File: src/hdl/ranging_mgmt_params.svh
// constants for the phy management controller: attribute ids, fields, reset values
`ifndef RANGING_MGMT_PARAMS_SVH
`define RANGING_MGMT_PARAMS_SVH

// attribute identifiers used by attribute_read and attribute_write
`define ATTR_ID_W 3
`define ATTR_MAX_PAYLOAD 3'h0
`define ATTR_POWER_LEVEL 3'h1
`define ATTR_CHAN_STATE 3'h2
`define ATTR_RANGE_CAPS 3'h3
`define ATTR_RANGE_ACC 3'h4
`define ATTR_RANGE_COUNT 3'h5

// fixed attribute values and reset values
`define MAX_PAYLOAD_OCTETS 32'h0000_0FFF
`define CAPS_DEFAULT 8'h71
`define ACCURACY_DEFAULT 8'h14
`define POWER_RESET_VAL 2'h1
`define CHAN_RESET_VAL 1'h0
`define COUNT_RESET_VAL 32'h0000_0000

// ranging capability bit positions
`define CAP_SUPPORTED 0
`define CAP_528 1
`define CAP_1056 2
`define CAP_2112 3
`define CAP_4224 4
`define CAP_MID 5
`define CAP_HIGH 6

// ranging count field bounds
`define BASE_HI 17
`define MID_LO 18
`define MID_HI 23
`define HIGH_LO 24
`define HIGH_HI 31

`endif

File: src/hdl/ranging_mgmt_pkg.sv
// types and shared decode functions for the phy management controller
package ranging_mgmt_pkg;
`include "ranging_mgmt_params.svh"

  typedef enum logic [1:0] {
    PWR_SLEEP = 2'b00,
    PWR_STANDBY = 2'b01,
    PWR_READY = 2'b10
  } power_e;

  typedef enum logic {
    CHAN_CLEAR = 1'b0,
    CHAN_BUSY = 1'b1
  } chan_e;

  typedef enum logic {
    OUTCOME_SUCCESS = 1'b0,
    OUTCOME_FAILED = 1'b1
  } outcome_e;

  typedef enum logic [1:0] {
    MG_IDLE = 2'b00,
    MG_FLUSH = 2'b01,
    MG_DONE = 2'b10
  } mgmt_e;

  // lowest active count bit: finest clock present sets the resolution
  function automatic logic [1:0] ranging_lsb(input logic [7:0] caps);
    logic [1:0] l;
    l = 2'h3;
    if (caps[`CAP_4224]) begin
      l = 2'h0;
    end else if (caps[`CAP_2112]) begin
      l = 2'h1;
    end else if (caps[`CAP_1056]) begin
      l = 2'h2;
    end
    return l;
  endfunction

  // bits of the count that are allowed to be non-zero
  function automatic logic [31:0] ranging_mask(input logic [7:0] caps);
    logic [31:0] m;
    m = 32'h0000_0000;
    if (caps[`CAP_SUPPORTED]) begin
      m[`BASE_HI:0] = 18'h3FFFF;
      if (caps[`CAP_MID]) begin
        m[`MID_HI:`MID_LO] = 6'h3F;
      end
      if (caps[`CAP_HIGH]) begin
        m[`HIGH_HI:`HIGH_LO] = 8'hFF;
      end
      m = m & ~((32'h0000_0001 << ranging_lsb(caps)) - 32'h0000_0001);
    end
    return m;
  endfunction

  // capability codes that the attribute may legally hold
  function automatic logic caps_valid(input logic [7:0] caps);
    logic v;
    case (caps)
      8'h00, 8'h03, 8'h05, 8'h09, 8'h11, 8'h23, 8'h25, 8'h29, 8'h31,
      8'h63, 8'h65, 8'h69, 8'h71: v = 1'b1;
      default: v = 1'b0;
    endcase
    return v;
  endfunction
endpackage

File: src/hdl/ranging_timer_core.sv
// ranging timer counter with capability-dependent active bits
`timescale 1ns/1ps
`include "ranging_mgmt_params.svh"
module ranging_timer_core import ranging_mgmt_pkg::*; #(
  parameter logic [7:0] CAPS = `CAPS_DEFAULT
) (
  // clock and control
  input wire logic sys_clk,
  input wire logic rst,
  input wire logic clk_en,
  // timer control from the management entity
  input wire logic run,
  input wire logic clear,
  // masked count, registered
  output logic [31:0] count
);

  typedef struct packed {
    logic [31:0] count;
  } tmr_s;

  localparam logic [31:0] MASK = ranging_mask(CAPS);
  localparam logic [31:0] STEP = 32'h0000_0001 << ranging_lsb(CAPS);

  tmr_s st_ff;
  tmr_s nxt_st;

  // step the count; carries into inactive bits are masked, so it wraps
  always_comb begin
    nxt_st = st_ff;
    if (clear) begin
      nxt_st.count = `COUNT_RESET_VAL;
    end else if (run) begin
      nxt_st.count = (st_ff.count + STEP) & MASK;
    end
  end

  always_ff @(posedge sys_clk) begin
    if (rst) begin
      st_ff <= '0;
    end else if (clk_en) begin
      st_ff <= nxt_st;
    end
  end

  assign count = st_ff.count;

  a_count_masked: assert property (@(posedge sys_clk) disable iff (rst)
    (st_ff.count & ~MASK) == 32'h0000_0000)
    else $error("ranging count has an inactive bit set");

  a_count_steps: assert property (@(posedge sys_clk) disable iff (rst)
    (clk_en && run && !clear) |=> count == (($past(count) + STEP) & MASK))
    else $error("ranging count did not advance by one step");

endmodule

File: src/hdl/phy_management_cca_ranging_ctrl.sv
// phy management controller: assessment end, phy reset, ranging timer, attributes
//
// Summary of operation
// - end request halts assessment and state updates
// - confirm end once assessment stopped
// - max payload attribute reads 4095 octets
// - power level only sleep, standby or ready
// - activity state is busy or clear
// - capability bit 0 means ranging supported
// - capability bits 1-4 give timer clock
// - capability bits 5,6 enable upper count bits
// - accuracy attribute is 0 to 255 ppm
// - ranging count is 32-bit unsigned
// - low count bits zero below clock resolution
// - upper count bits zero when not enabled
// - capability holds only listed codes; an unlisted RANGING_CAPS is not refused, it makes the reset outcome failed
// - phy reset clears paths, assessment, attributes
// - reset confirm carries success or failed
// - timer start enables timer then confirms; a timer end in the same cycle wins, so the timer stays disabled while both confirm
// - enabled timer captured into count attribute
// - active assessment tracks channel result changes
// - timer end disables timer then confirms
`timescale 1ns/1ps
`include "ranging_mgmt_params.svh"
module phy_management_cca_ranging_ctrl import ranging_mgmt_pkg::*; #(
  parameter logic [7:0] RANGING_CAPS = `CAPS_DEFAULT,
  parameter logic [7:0] ACCURACY_PPM = `ACCURACY_DEFAULT
) (
  // clock, reset, clock enable
  input wire logic sys_clk,
  input wire logic rst,
  input wire logic clk_en,
  // channel assessment result pin, asynchronous
  input wire logic channel_busy_pin,
  // assessment start and end handshakes
  input wire logic cca_start_req,
  output logic cca_start_cfm,
  input wire logic end_of_assessment_req,
  output logic end_of_assessment_cfm,
  // phy reset handshake
  input wire logic phy_reset_req,
  output logic phy_reset_cfm,
  output logic reset_outcome,
  output logic txrx_path_reset,
  // ranging timer handshakes
  input wire logic ranging_timer_start_req,
  output logic ranging_timer_start_cfm,
  input wire logic ranging_timer_end_req,
  output logic ranging_timer_end_cfm,
  // attribute read
  input wire logic attribute_read_req,
  input wire logic [`ATTR_ID_W-1:0] attribute_read_id,
  output logic attribute_read_cfm,
  output logic attribute_read_ok,
  output logic [31:0] attribute_read_data,
  // attribute write
  input wire logic attribute_write_req,
  input wire logic [`ATTR_ID_W-1:0] attribute_write_id,
  input wire logic [31:0] attribute_write_data,
  output logic attribute_write_cfm,
  output logic attribute_write_ok,
  // live state
  output logic cca_active,
  output logic ranging_timer_enabled,
  output logic channel_activity_state,
  output logic [1:0] phy_power_level
);

  typedef struct packed {
    mgmt_e mgmt;
    logic busy_meta;
    logic busy_sync;
    logic cca_active;
    chan_e chan;
    power_e power;
    logic timer_en;
    logic [31:0] count_value;
    logic cca_start_cfm;
    logic cca_end_cfm;
    logic rst_cfm;
    outcome_e outcome;
    logic path_reset;
    logic tstart_cfm;
    logic tend_cfm;
    logic rd_cfm;
    logic rd_ok;
    logic [31:0] rd_data;
    logic wr_cfm;
    logic wr_ok;
  } ctrl_s;

  ctrl_s st_ff;
  ctrl_s nxt_st;
  logic [31:0] timer_count;
  logic timer_clear;
  logic idle;

  // reset clears the timer in the flush step
  assign timer_clear = (st_ff.mgmt == MG_FLUSH);
  assign idle = (st_ff.mgmt == MG_IDLE);

  ranging_timer_core #(
    .CAPS(RANGING_CAPS)
  ) u_timer (
    .sys_clk(sys_clk),
    .rst(rst),
    .clk_en(clk_en),
    .run(st_ff.timer_en),
    .clear(timer_clear),
    .count(timer_count)
  );

  // next state of the whole controller
  always_comb begin
    nxt_st = st_ff;
    // two-stage synchroniser for the result pin
    nxt_st.busy_meta = channel_busy_pin;
    nxt_st.busy_sync = st_ff.busy_meta;
    // confirms are one-cycle pulses
    nxt_st.cca_start_cfm = 1'b0;
    nxt_st.cca_end_cfm = 1'b0;
    nxt_st.rst_cfm = 1'b0;
    nxt_st.tstart_cfm = 1'b0;
    nxt_st.tend_cfm = 1'b0;
    nxt_st.rd_cfm = 1'b0;
    nxt_st.wr_cfm = 1'b0;

    if (st_ff.cca_active) begin
      nxt_st.chan = chan_e'(st_ff.busy_sync);
    end

    if (st_ff.timer_en) begin
      nxt_st.count_value = timer_count;
    end

    case (st_ff.mgmt)
      MG_IDLE: begin
        if (phy_reset_req) begin
          nxt_st.mgmt = MG_FLUSH;
          nxt_st.path_reset = 1'b1;
        end else begin
          if (cca_start_req) begin
            nxt_st.cca_active = 1'b1;
            nxt_st.cca_start_cfm = 1'b1;
          end
          if (end_of_assessment_req) begin
            nxt_st.cca_active = 1'b0;
            nxt_st.chan = st_ff.chan;
            nxt_st.cca_end_cfm = 1'b1;
          end
          if (ranging_timer_start_req) begin
            nxt_st.timer_en = 1'b1;
            nxt_st.tstart_cfm = 1'b1;
          end
          if (ranging_timer_end_req) begin
            nxt_st.timer_en = 1'b0;
            nxt_st.tend_cfm = 1'b1;
          end
          if (attribute_read_req) begin
            nxt_st.rd_cfm = 1'b1;
            nxt_st.rd_ok = 1'b1;
            nxt_st.rd_data = 32'h0000_0000;
            if (attribute_read_id == `ATTR_MAX_PAYLOAD) begin
              nxt_st.rd_data = `MAX_PAYLOAD_OCTETS;
            end else if (attribute_read_id == `ATTR_POWER_LEVEL) begin
              nxt_st.rd_data = {30'h0, st_ff.power};
            end else if (attribute_read_id == `ATTR_CHAN_STATE) begin
              nxt_st.rd_data = {31'h0, st_ff.chan};
            // clock and span bits as built
            end else if (attribute_read_id == `ATTR_RANGE_CAPS) begin
              nxt_st.rd_data = {24'h0, RANGING_CAPS};
            end else if (attribute_read_id == `ATTR_RANGE_ACC) begin
              nxt_st.rd_data = {24'h0, ACCURACY_PPM};
            end else if (attribute_read_id == `ATTR_RANGE_COUNT) begin
              nxt_st.rd_data = st_ff.count_value;
            end else begin
              nxt_st.rd_ok = 1'b0;
            end
          end
          if (attribute_write_req) begin
            nxt_st.wr_cfm = 1'b1;
            nxt_st.wr_ok = 1'b0;
            // only the three power levels accepted
            if (attribute_write_id == `ATTR_POWER_LEVEL &&
                attribute_write_data[31:2] == 30'h0 &&
                attribute_write_data[1:0] != 2'h3) begin
              nxt_st.power = power_e'(attribute_write_data[1:0]);
              nxt_st.wr_ok = 1'b1;
            end
          end
        end
      end
      MG_FLUSH: begin
        nxt_st.mgmt = MG_DONE;
        nxt_st.path_reset = 1'b0;
        nxt_st.cca_active = 1'b0;
        nxt_st.chan = chan_e'(`CHAN_RESET_VAL);
        nxt_st.power = power_e'(`POWER_RESET_VAL);
        nxt_st.timer_en = 1'b0;
        nxt_st.count_value = `COUNT_RESET_VAL;
        nxt_st.rd_ok = 1'b0;
        nxt_st.rd_data = 32'h0000_0000;
        nxt_st.wr_ok = 1'b0;
      end
      MG_DONE: begin
        nxt_st.mgmt = MG_IDLE;
        nxt_st.rst_cfm = 1'b1;
        nxt_st.outcome = caps_valid(RANGING_CAPS) ? OUTCOME_SUCCESS : OUTCOME_FAILED;
      end
      default: begin
        nxt_st.mgmt = MG_IDLE;
      end
    endcase
  end

  // single register stage, frozen while the clock enable is low
  always_ff @(posedge sys_clk) begin
    if (rst) begin
      st_ff <= '0;
      st_ff.power <= power_e'(`POWER_RESET_VAL);
    end else if (clk_en) begin
      st_ff <= nxt_st;
    end
  end

  // outputs straight from the state register
  assign cca_start_cfm = st_ff.cca_start_cfm;
  assign end_of_assessment_cfm = st_ff.cca_end_cfm;
  assign phy_reset_cfm = st_ff.rst_cfm;
  assign reset_outcome = st_ff.outcome;
  assign txrx_path_reset = st_ff.path_reset;
  assign ranging_timer_start_cfm = st_ff.tstart_cfm;
  assign ranging_timer_end_cfm = st_ff.tend_cfm;
  assign attribute_read_cfm = st_ff.rd_cfm;
  assign attribute_read_ok = st_ff.rd_ok;
  assign attribute_read_data = st_ff.rd_data;
  assign attribute_write_cfm = st_ff.wr_cfm;
  assign attribute_write_ok = st_ff.wr_ok;
  assign cca_active = st_ff.cca_active;
  assign ranging_timer_enabled = st_ff.timer_en;
  assign channel_activity_state = st_ff.chan;
  assign phy_power_level = st_ff.power;

  // checks on the controller's visible behaviour
  // end confirmed with stop
  a_end_stops_cca: assert property (@(posedge sys_clk) disable iff (rst)
    (clk_en && idle && !phy_reset_req && end_of_assessment_req)
      |=> end_of_assessment_cfm && !cca_active)
    else $error("assessment end not confirmed with assessment stopped");

  a_state_frozen: assert property (@(posedge sys_clk) disable iff (rst)
    (!cca_active && idle && !cca_start_req && !phy_reset_req)
      |=> $stable(channel_activity_state))
    else $error("activity state changed while assessment stopped");

  a_state_tracks: assert property (@(posedge sys_clk) disable iff (rst)
    (clk_en && cca_active && idle && !end_of_assessment_req && !phy_reset_req)
      |=> channel_activity_state == $past(st_ff.busy_sync))
    else $error("activity state did not follow assessed result");

  a_start_confirm: assert property (@(posedge sys_clk) disable iff (rst)
    (clk_en && idle && !phy_reset_req && cca_start_req && !end_of_assessment_req)
      |=> cca_start_cfm && cca_active)
    else $error("assessment start not confirmed with assessment active");

  a_power_legal: assert property (@(posedge sys_clk) disable iff (rst)
    phy_power_level != 2'h3)
    else $error("power level holds an undefined code");

  a_write_refused: assert property (@(posedge sys_clk) disable iff (rst)
    (clk_en && idle && !phy_reset_req && attribute_write_req &&
      (attribute_write_id != `ATTR_POWER_LEVEL || attribute_write_data > 32'h0000_0002))
      |=> attribute_write_cfm && !attribute_write_ok && $stable(phy_power_level))
    else $error("refused attribute write was accepted");

  a_reset_seq: assert property (@(posedge sys_clk) disable iff (rst)
    (clk_en && idle && phy_reset_req) ##1 clk_en ##1 clk_en
      |=> phy_reset_cfm && reset_outcome == !caps_valid(RANGING_CAPS))
    else $error("phy reset not confirmed two cycles after flush");

  a_path_pulse: assert property (@(posedge sys_clk) disable iff (rst)
    (clk_en && idle && phy_reset_req) |=> txrx_path_reset && !idle)
    else $error("phy reset did not pulse the tx/rx path reset");

  a_reset_clears: assert property (@(posedge sys_clk) disable iff (rst)
    phy_reset_cfm |-> !cca_active && !ranging_timer_enabled &&
      phy_power_level == `POWER_RESET_VAL && st_ff.count_value == 32'h0)
    else $error("attributes not at reset values after phy reset");

  a_busy_gate: assert property (@(posedge sys_clk) disable iff (rst)
    (clk_en && !idle)
      |=> !cca_start_cfm && !end_of_assessment_cfm && !ranging_timer_start_cfm &&
        !ranging_timer_end_cfm && !attribute_read_cfm && !attribute_write_cfm)
    else $error("request answered during phy reset");

  a_timer_start: assert property (@(posedge sys_clk) disable iff (rst)
    (clk_en && idle && !phy_reset_req && ranging_timer_start_req && !ranging_timer_end_req)
      |=> ranging_timer_start_cfm && ranging_timer_enabled)
    else $error("timer start not confirmed with timer enabled");

  a_timer_end: assert property (@(posedge sys_clk) disable iff (rst)
    (clk_en && idle && !phy_reset_req && ranging_timer_end_req)
      |=> ranging_timer_end_cfm && !ranging_timer_enabled)
    else $error("timer end not confirmed with timer disabled");

  a_count_capture: assert property (@(posedge sys_clk) disable iff (rst)
    (clk_en && ranging_timer_enabled && idle)
      |=> st_ff.count_value == $past(timer_count))
    else $error("count attribute did not capture the timer");

  a_count_read: assert property (@(posedge sys_clk) disable iff (rst)
    (clk_en && idle && !phy_reset_req && attribute_read_req &&
      attribute_read_id == `ATTR_RANGE_COUNT)
      |=> (attribute_read_data & ~ranging_mask(RANGING_CAPS)) == 32'h0000_0000)
    else $error("count read shows a bit outside the active range");

  a_payload_read: assert property (@(posedge sys_clk) disable iff (rst)
    (clk_en && idle && !phy_reset_req && attribute_read_req &&
      attribute_read_id == `ATTR_MAX_PAYLOAD)
      |=> attribute_read_cfm && attribute_read_data == 32'h0000_0FFF)
    else $error("payload limit read did not return 4095");

endmodule

File: config.mk
export PLATFORM = sky130hd
export DESIGN_NAME = phy_management_cca_ranging_ctrl
export DESIGN_NICKNAME = d
export VERILOG_FILES = /design/src/hdl/ranging_mgmt_pkg.sv /design/src/hdl/ranging_timer_core.sv /design/src/hdl/phy_management_cca_ranging_ctrl.sv
export VERILOG_INCLUDE_DIRS = /design/src /design/src/hdl
export SDC_FILE = /design/constraint.sdc
export NUM_CORES = 1
export LEC_CHECK = 0
export ABC_CLOCK_PERIOD_IN_PS = 3300
export BUFFER_PORTS_ARGS = -buffer_cell sky130_fd_sc_hd__buf_2
export CAP_MARGIN = 5
export CORE_MARGIN = 5
export CORE_UTILIZATION = 50
export CTS_CLUSTER_SIZE = 25
export DETAILED_ROUTE_END_ITERATION = 8
export GPL_ROUTABILITY_DRIVEN = 0
export PLACE_DENSITY = 0.73
export REMOVE_ABC_BUFFERS = 1
export SYNTH_ARGS = -nofsm -noshare
export SYNTH_HDL_FRONTEND = slang
export SYNTH_SLANG_ARGS = --single-unit
export TNS_END_PERCENT = 50
File: constraint.sdc
create_clock -name sys_clk -period 3.3 [get_ports sys_clk]
set_input_delay 0.165 -clock sys_clk [delete_from_list [all_inputs] [get_ports sys_clk]]
set_output_delay 0.165 -clock sys_clk [all_outputs]
set_load 0.01 [all_outputs]
---- Word-level counts from Yosys, hierarchy flattened ----
Index checks and enable logic that the tools add are counted.
cells by class
  add/subtract/negate cells ............... 1
  equal/unequal tests ..................... 17
  mux-type cells .......................... 44
  reduce and logical (&&, ||, !) cells .... 16
operator list
  cell                                                              count
  32-bit 2-to-1 mux                                                 10
  33-bit case mux with 2 select lines                               1
  38-bit 2-to-1 mux                                                 1
  34-bit 2-to-1 mux                                                 1
  32-bit by 1-bit adder with 32-bit output (second input constant)  1
  30-bit zero test                                                  1
  1-bit 2-to-1 mux                                                  17
  2-bit 2-to-1 mux                                                  8
  4-bit AND reduction                                               4
  2-bit != test (second input constant)                             5
  5-bit case mux with 2 select lines                                1
  3-bit != test (second input constant)                             3
  3-bit by 1-bit == test with 1-bit output (second input constant)  2
  3-bit by 2-bit == test with 1-bit output (second input constant)  2
  3-bit == test (second input constant)                             2
  2-bit AND reduction                                               3
  5-bit 2-to-1 mux                                                  1
  5-bit AND reduction                                               1
  1-bit case mux with 2 select lines                                2
  2-bit case mux with 2 select lines                                1
  2-bit nonzero test                                                2
  3-bit zero test                                                   1
  3-bit 2-to-1 mux                                                  1
  3-bit AND reduction                                               1
  5 further kinds                                                   6
word-level totals
  flip-flop bits (word level) ............. 115
  input port bits ......................... 49
  output and inout port bits .............. 48
  word-level logic and storage cells ...... 98

---- Depth between registers and ports, before layout ----
Gate-level depths: netlist of run 1.
  depth after elaboration ................. 10
  depth in mapped cells ................... 8

---- Hierarchy ----
Synthesis of run 1 repeated with hierarchy kept, for this count alone.
second synthesis, totals
  cells, all modules ...................... 585
  area, all modules ....................... 5117.4 µm²
by module, submodules not included
  module                           times used  cells an instance  area an instance (µm²)
  phy_management_cca_ranging_ctrl  1           392                3495.9
  ranging_timer_core               1           193                1621.6

---- Worst setup path after synthesis of run 1 ----
OpenSTA, ideal clock, no wires.
  path type ............................... reg2reg
  from .................................... reg st_ff[83] in the netlist's numbering
  to ...................................... reg u_timer.st_ff (netlist bit u_timer.count[29])
  library setup time ...................... 0.071 ns
  arrival ................................. 1.863 ns
  required time ........................... 3.229 ns
  setup slack ............................. 1.367 ns
  stages on the path, launching flop included .. 8
  buffers on the path ..................... 2
  clock period less this slack ............ 1.933 ns
  cells stage by stage .................... dfxtp_1 > buf_2 > nand2b_4 > a21o_1 > or4_1 > buf_2 > or3_1 > a21oi_1
on the way
  longest elaborated chain between the ends .. 3
  elaborated cells on any way between the ends .. 4
  classes of those cells .................. eq/ne (1); mux (1); reduce/logical (2)
ends and longest elaborated chain
  item                                        RTL line                                text
  start, declared                             phy_management_cca_ranging_ctrl.sv:92   ctrl_s st_ff;
  start signal, assigned                      phy_management_cca_ranging_ctrl.sv:222  st_ff <= nxt_st;
  2-bit by 1-bit == test with 1-bit output *  phy_management_cca_ranging_ctrl.sv:99   assign timer_clear = (st_ff.mgmt == MG_FLUSH);
  2-bit nonzero test (no line)                --
  2-bit AND reduction (no line)               --
  end signal, assigned                        ranging_timer_core.sv:42                st_ff <= nxt_st;
  end, declared                               ranging_timer_core.sv:25                tmr_s st_ff;
Every way passes the cells marked *; elsewhere a longest branch is shown, timed or not.
A chain may end at the register's enable or synchronous reset.

---- Worst setup path after layout of run 1 ----
  from .................................... reg st_ff[83] in the netlist's numbering
  to ...................................... reg st_ff (netlist bit attribute_read_data[8])
on the way
  longest elaborated chain between the ends .. 3
  elaborated cells on any way between the ends .. 7
  classes of those cells .................. eq/ne (3); mux (1); reduce/logical (3)
ends and longest elaborated chain
  item                                                                                RTL line                                text
  2-bit zero test / 2-bit by 1-bit == test with 1-bit output (equally long branches)  phy_management_cca_ranging_ctrl.sv:136  case (st_ff.mgmt)
  2-bit != test (no line) / 2-bit nonzero test (equally long branches)                --
  4-bit AND reduction (no line)                                                       --
Parallel ways exist; a longest one is shown, timed or not.

==> impl_metrics.ini, run 1 <==
[floorplan]
rows = 36
core_mm2 = 0.00968
die_width_um = 109
die_h_um = 109
die_area_mm2 = 0.0119
io_pins = 97
start_util = 0.506

[drt]
ant_nets = 0
vias = 4248
wl_per_cell_um = 15.1
dr.pass1.iters = 5
vias_per_cell = 5.59
drt_iter0_drc = 238
drt_wl_total_um = 11500
drc_errors = 0

[finish]
final_common_cell = dfxtp_1
num_antenna_cells = 0
final_cell_mix = dfxtp_1, nor2_1, buf_2
drive_above_1_share = 0.226
syn_to_final_growth_pct = 19.4
nNetsFinal = 664
postLayoutCoreUtil = 0.604

[worst_setup_path]
reg2reg_depth = 6
crit_required_ps = 3740
r2r_end = attribute_read_data[8]
cpMaxStageDelayCell = nor2b_1
crit_chain = nor2b_1 > nand4_1 > nor3_2 > buf_4 > a22oi_1 > a21oi_1
crit_path_start_kind = flop
worstSetupPathType = flop to flop
crit_path_max_fanout = 27
worstReg2RegStart = st_ff[83]
endpoint_kind = flop
rrSetupSlack_ps = 930
crit_arrival_ps = 2810
critPathMaxStageDelay_ps = 490

[sta]
fin_setup_tns_ps = 0
maxSlewViolCount = 0
hold_violations = 0
min_period_over_period = 0.719
slew_headroom = 0.338
fmax_mhz = 421
finalCriticalPeriod_ps = 2370
fin_skew_ps = 8.49
setup_viol = 0
rsz0062_at_grt = false
whs_ps = 43.7
worstMarginPinSlew_ps = 993

[hold_path]
worstHoldEndpoint = txrx_path_reset
holdCritStartpoint = phy_reset_req
min_path_type = input port to flop
hold_path_depth = 3

[power_and_ir_drop]
internal-power_uw = 2640
seqPwrFrac = 0.411
switching_power_uw = 787
power.share.switching = 0.230
power_density_mw_per_mm2 = 585
combPwrFrac = 0.047
leakagePower_uw = 0.00229
clockPowerShare = 0.541
fin_total_pwr_uw = 3420
peakVddDrop_mv = 0.348

[yosys]
syn_area_mm2 = 0.00490
ys_ff_latch = 115
ys_async_sr_fraction = 0
yosysSeqAreaShare = 0.470
syn_inst = 559
ys_types = 52
ys.flop_type = dfxtp_1
yosysWarnings = 0
syn_area_per_cell_um2 = 8.77
synth_edf_count = 0

[clock_tree]
htree_levels = 4
cts_made_buffers = 17
tritoncts = done
root_buffer = clkbuf_8
clock-sinks = 115
clk_path_buf_depth = 2
path_clk_slew_ps = 60
post_cts_buffers = 0
clk_latency_ps = 510

[grt]
antenna_found_initial = 0
track_usage = 0.203
grt_pass1_vias = 4163
grt_first_pass_wirelength_um = 19400
grt_overflow_total = 0
grt_max_degree = 60

[outcome]
run_status = finished clean

[job]
maxCapViolations = 0

[place]
dp_hpwl_um = 7700
io_buffers = 95
area by class of cell:
cell class	count	area (um2)
clock inverters	14	178
inverters	8	30.0
clock buffers	18	428
fillers	831	3830
multi-input cells	365	2160
well taps	133	166
flip-flops and latches	115	2300
repair buffers	107	583
metal layers:
layer | wire [um] | GRT usage | vias to the layer above
li1 | - | - | 2075
met1 | 5140 | 0.256 | 2023
met2 | 5410 | 0.319 | 125
met3 | 654 | 0.0586 | 25
met4 | 249 | 0.0956 | 0
met5 | 0 | 0 | -
timing repair:
item / 4_1_cts / 5_1_grt
endpoints found under the hold margin: 9 / 0
resized for setup: 0 / 0
hold buffers: 7 / 0
critical path, delay by kind of cell (launching register included):
family	cells	cell delay [ps]
AO/OA/AOI/OAI	2	310
flip-flops	1	390
AND/OR/NAND/NOR	3	1250
buffers and inverters	1	330
worst max path at each step:
stage / start / endpoint / slack [ps] / depth (start not counted)
after CTS: st_ff[83] / attribute_read_data[8] / 950 / 6
after global placement: clk_en / attribute_read_data[10] / 950 / 7
after global routing: st_ff[83] / attribute_read_data[8] / 660 / 6
final: st_ff[83] / attribute_read_data[8] / 930 / 6
after detailed placement: clk_en / attribute_read_data[11] / 850 / 7
after floorplan: st_ff[83] / attribute_read_data[10] / 1010 / 5
flip-flops by register name, summed over array words and instances (netlist names), 2 cells and up:
register             flops
st_ff                   35
attribute_read_data     32
u_timer.count           32
phy_power_level          2
stage by stage:
stage          setup slack (ps)  instance area [um2]  cells
6_report                    927                 5850    760
2_1_floorplan              1010                 4490    488
3_5_place_dp                848                 5180    721
3_3_place_gp                954                 5180    721
4_1_cts                     950                 5850    760
5_1_grt                     657                 5850    760
power groups by stage:
| stage | combinational, uW | clock, uW | sequential [uW] |
|---|---|---|---|
| floorplan | 63.1 | 0 | 1440 |
| global placement | 148 | 0 | 1440 |
| detailed placement | 152 | 0 | 1440 |
| CTS | 160 | 1870 | 1410 |
| global route | 178 | 1940 | 1410 |
| finish | 161 | 1850 | 1410 |
synth_stat cells, types with 4 or more instances:
library cell  count  share of area
dfxtp_1         115           0.47
nor2_1           97          0.074
a22oi_1          59          0.090
a21oi_1          36          0.037
buf_4            35          0.054
clkbuf_1         27          0.021
nand3_1          19          0.019
nand2_1          18          0.014
nor4_1           13          0.017
xor2_1           13          0.023
nand4_1          12          0.015
o21ai_0          11          0.011
xnor2_1          11          0.020
inv_1             8         0.0061
nand2b_1          8          0.010
or3_1             7         0.0089
nor3_1            6         0.0061
buf_2             5         0.0051
a21o_1            4         0.0061
a2bb2oi_1         4         0.0071
and4_1            4         0.0071
nor2b_1           4         0.0051
cells by family after synthesis:
logic type	Yosys count	share of synthesized area
mux	3	0.00613
flops	115	0.470
simple gates	206	0.211
buf+inv	79	0.0901
compound gates	130	0.177
xor+xnor	24	0.0429
other cells	1	0.000765
fa+ha+maj	1	0.00255
(Power assumes the default switching activity.)
==> run 2, diff against run 1 <==
- ABC_CLOCK_PERIOD_IN_PS: 3300 -> 2250
- clock period: 3.3 -> 2.25 ns (I/O delays scaled with it)
==> impl_metrics.ini, run 2 (synthesis gave the netlist of run 1 again) <==
[sta]
slew_headroom = 0.554
rsz0062_at_grt = false
worstMarginPinSlew_ps = 669
finalCriticalPeriod_ps = 2130
setup_viol = 0
fin_ws_ps = 117
fmax_mhz = 469
fin_skew_ps = 6.06
hold_violations = 0
maxSlewViolCount = 0
min_period_over_period = 0.948
whs_ps = 18.9

[hold_path]
hold_path_depth = 4
worstHoldEndpoint = cca_active
min_path_type = input port to flop
holdCritStartpoint = end_of_assessment_req

[grt]
grt_max_degree = 36
track_usage = 0.203
antenna_found_initial = 0
grt_overflow_total = 0
grt_pass1_vias = 4053
grt_first_pass_wirelength_um = 19100

[drt]
drt_wl_total_um = 11600
vias_per_cell = 5.42
drt_iter0_drc = 237
vias = 4204
ant_nets = 0
dr.pass1.iters = 5
wl_per_cell_um = 14.9
drc_errors = 0

[clock_tree]
clock-sinks = 115
cts_made_buffers = 17
htree_levels = 4
root_buffer = clkbuf_8
post_cts_buffers = 0
clk_latency_ps = 520
clk_path_buf_depth = 2
tritoncts = done
path_clk_slew_ps = 60

[floorplan]
io_pins = 97
die_area_mm2 = 0.0119
die_width_um = 109
rows = 36
start_util = 0.506
core_mm2 = 0.00968
die_h_um = 109

[worst_setup_path]
reg2reg_depth = 5
endpoint_kind = flop
r2r_end = u_timer.count[29]
crit_path_start_kind = flop
rrSetupSlack_ps = 120
crit_required_ps = 2700
worstReg2RegStart = u_timer.count[14]
crit_chain = and4_4 > nand4_4 > or4_1 > or3_1 > a21oi_1
worstSetupPathType = flop to flop
crit_path_max_fanout = 10
crit_arrival_ps = 2590
cpMaxStageDelayCell = or4_1
critPathMaxStageDelay_ps = 650

[finish]
fillers = 803
nNetsFinal = 679
final_common_cell = dfxtp_1
multi_input_area_mm2 = 0.00216
regMostFlops = st_ff
drive_above_1_share = 0.241
final_cell_mix = dfxtp_1, nor2_1, buf_2
num_antenna_cells = 0
syn_to_final_growth_pct = 22.4
largest_reg_flops = 35
regArea_mm2 = 0.00230

[place]
post-place-ws_ps = 137
io_buffers = 95
dp_hpwl_um = 7890

[power_and_ir_drop]
peakVddDrop_mv = 0.616
leakagePower_uw = 0.00239
combPwrFrac = 0.049
power_density_mw_per_mm2 = 867
switching_power_uw = 1110
internal-power_uw = 4090
power.share.switching = 0.213
clockPowerShare = 0.554
seqPwrFrac = 0.397

[job]
maxCapViolations = 0

[outcome]
run_status = finished clean
[run 2: cell count changes in the layout (fill, tap and decap cells not counted)]
cell           before  now
bufinv_16           3    5
clkinv_2            1    3
inv_6               3    0
clkinvlp_4          4    1
dlygate4sd3_1       7    8
clkbuf_1            0    1
clkinv_4            3    4
buf_4               5   19
[run 2: per-stage QoR]
stage	power (uW)	util	std cells	setup TNS, ps	area (um2)
after floorplan	2210	-	488	-226	4490
after global placement	2340	0.545	735	0	5280
after detailed placement	2350	0.545	735	0	5280
after CTS	5230	0.620	775	0	6000
after global routing	5370	0.620	775	0	6000
final	5200	0.620	775	0	6000
[run 2: worst max path at each step]
stage	startpoint	slack [ps]	cells past startpoint	end
floorplan	st_ff[83]	-40	5	attribute_read_data[10]
global placement	u_timer.count[14]	250	5	u_timer.count[31]
detailed placement	u_timer.count[14]	140	5	u_timer.count[29]
CTS	u_timer.count[14]	120	5	u_timer.count[29]
global route	u_timer.count[9]	20	5	u_timer.count[23]
finish	u_timer.count[14]	120	5	u_timer.count[29]
[run 2: power by group through the flow]
stage	Sequential, uW	Clock (uW)	Combinational [uW]
2_1_floorplan	2110	0	92.6
3_3_place_gp	2110	0	238
3_5_place_dp	2110	0	244
4_1_cts	2060	2910	256
5_1_grt	2060	3020	282
6_report	2060	2880	256
[run 2: worst max-delay path: cells and delay by family (launching register included)]
family           cells  cell delay [ps]
AND/OR/NAND/NOR      4             1470
flip-flops           1              450
AO/OA/AOI/OAI        1              140
[run 2: timing repair]
action / in CTS / in global routing
resized for setup: 0 / 0
hold buffers: 8 / 0
hold endpoints to repair: 10 / 0
[run 2: area by class of cell]
cell class | count | share of cell area
clock buffers | 19 | 0.0719
flip-flops and latches | 115 | 0.384
inverters | 8 | 0.00500
repair buffers | 122 | 0.116
clock inverters | 13 | 0.0346
multi-input cells | 365 | 0.361
well taps | 133 | 0.0277
[run 2: per-layer routing]
metal | wire, um | GRT usage | vias to the layer above
met3 | 526 | 0.0574 | 20
li1 | - | - | 2100
met5 | 0 | 0 | -
met2 | 5560 | 0.331 | 92
met1 | 5250 | 0.254 | 1992
met4 | 213 | 0.0775 | 0
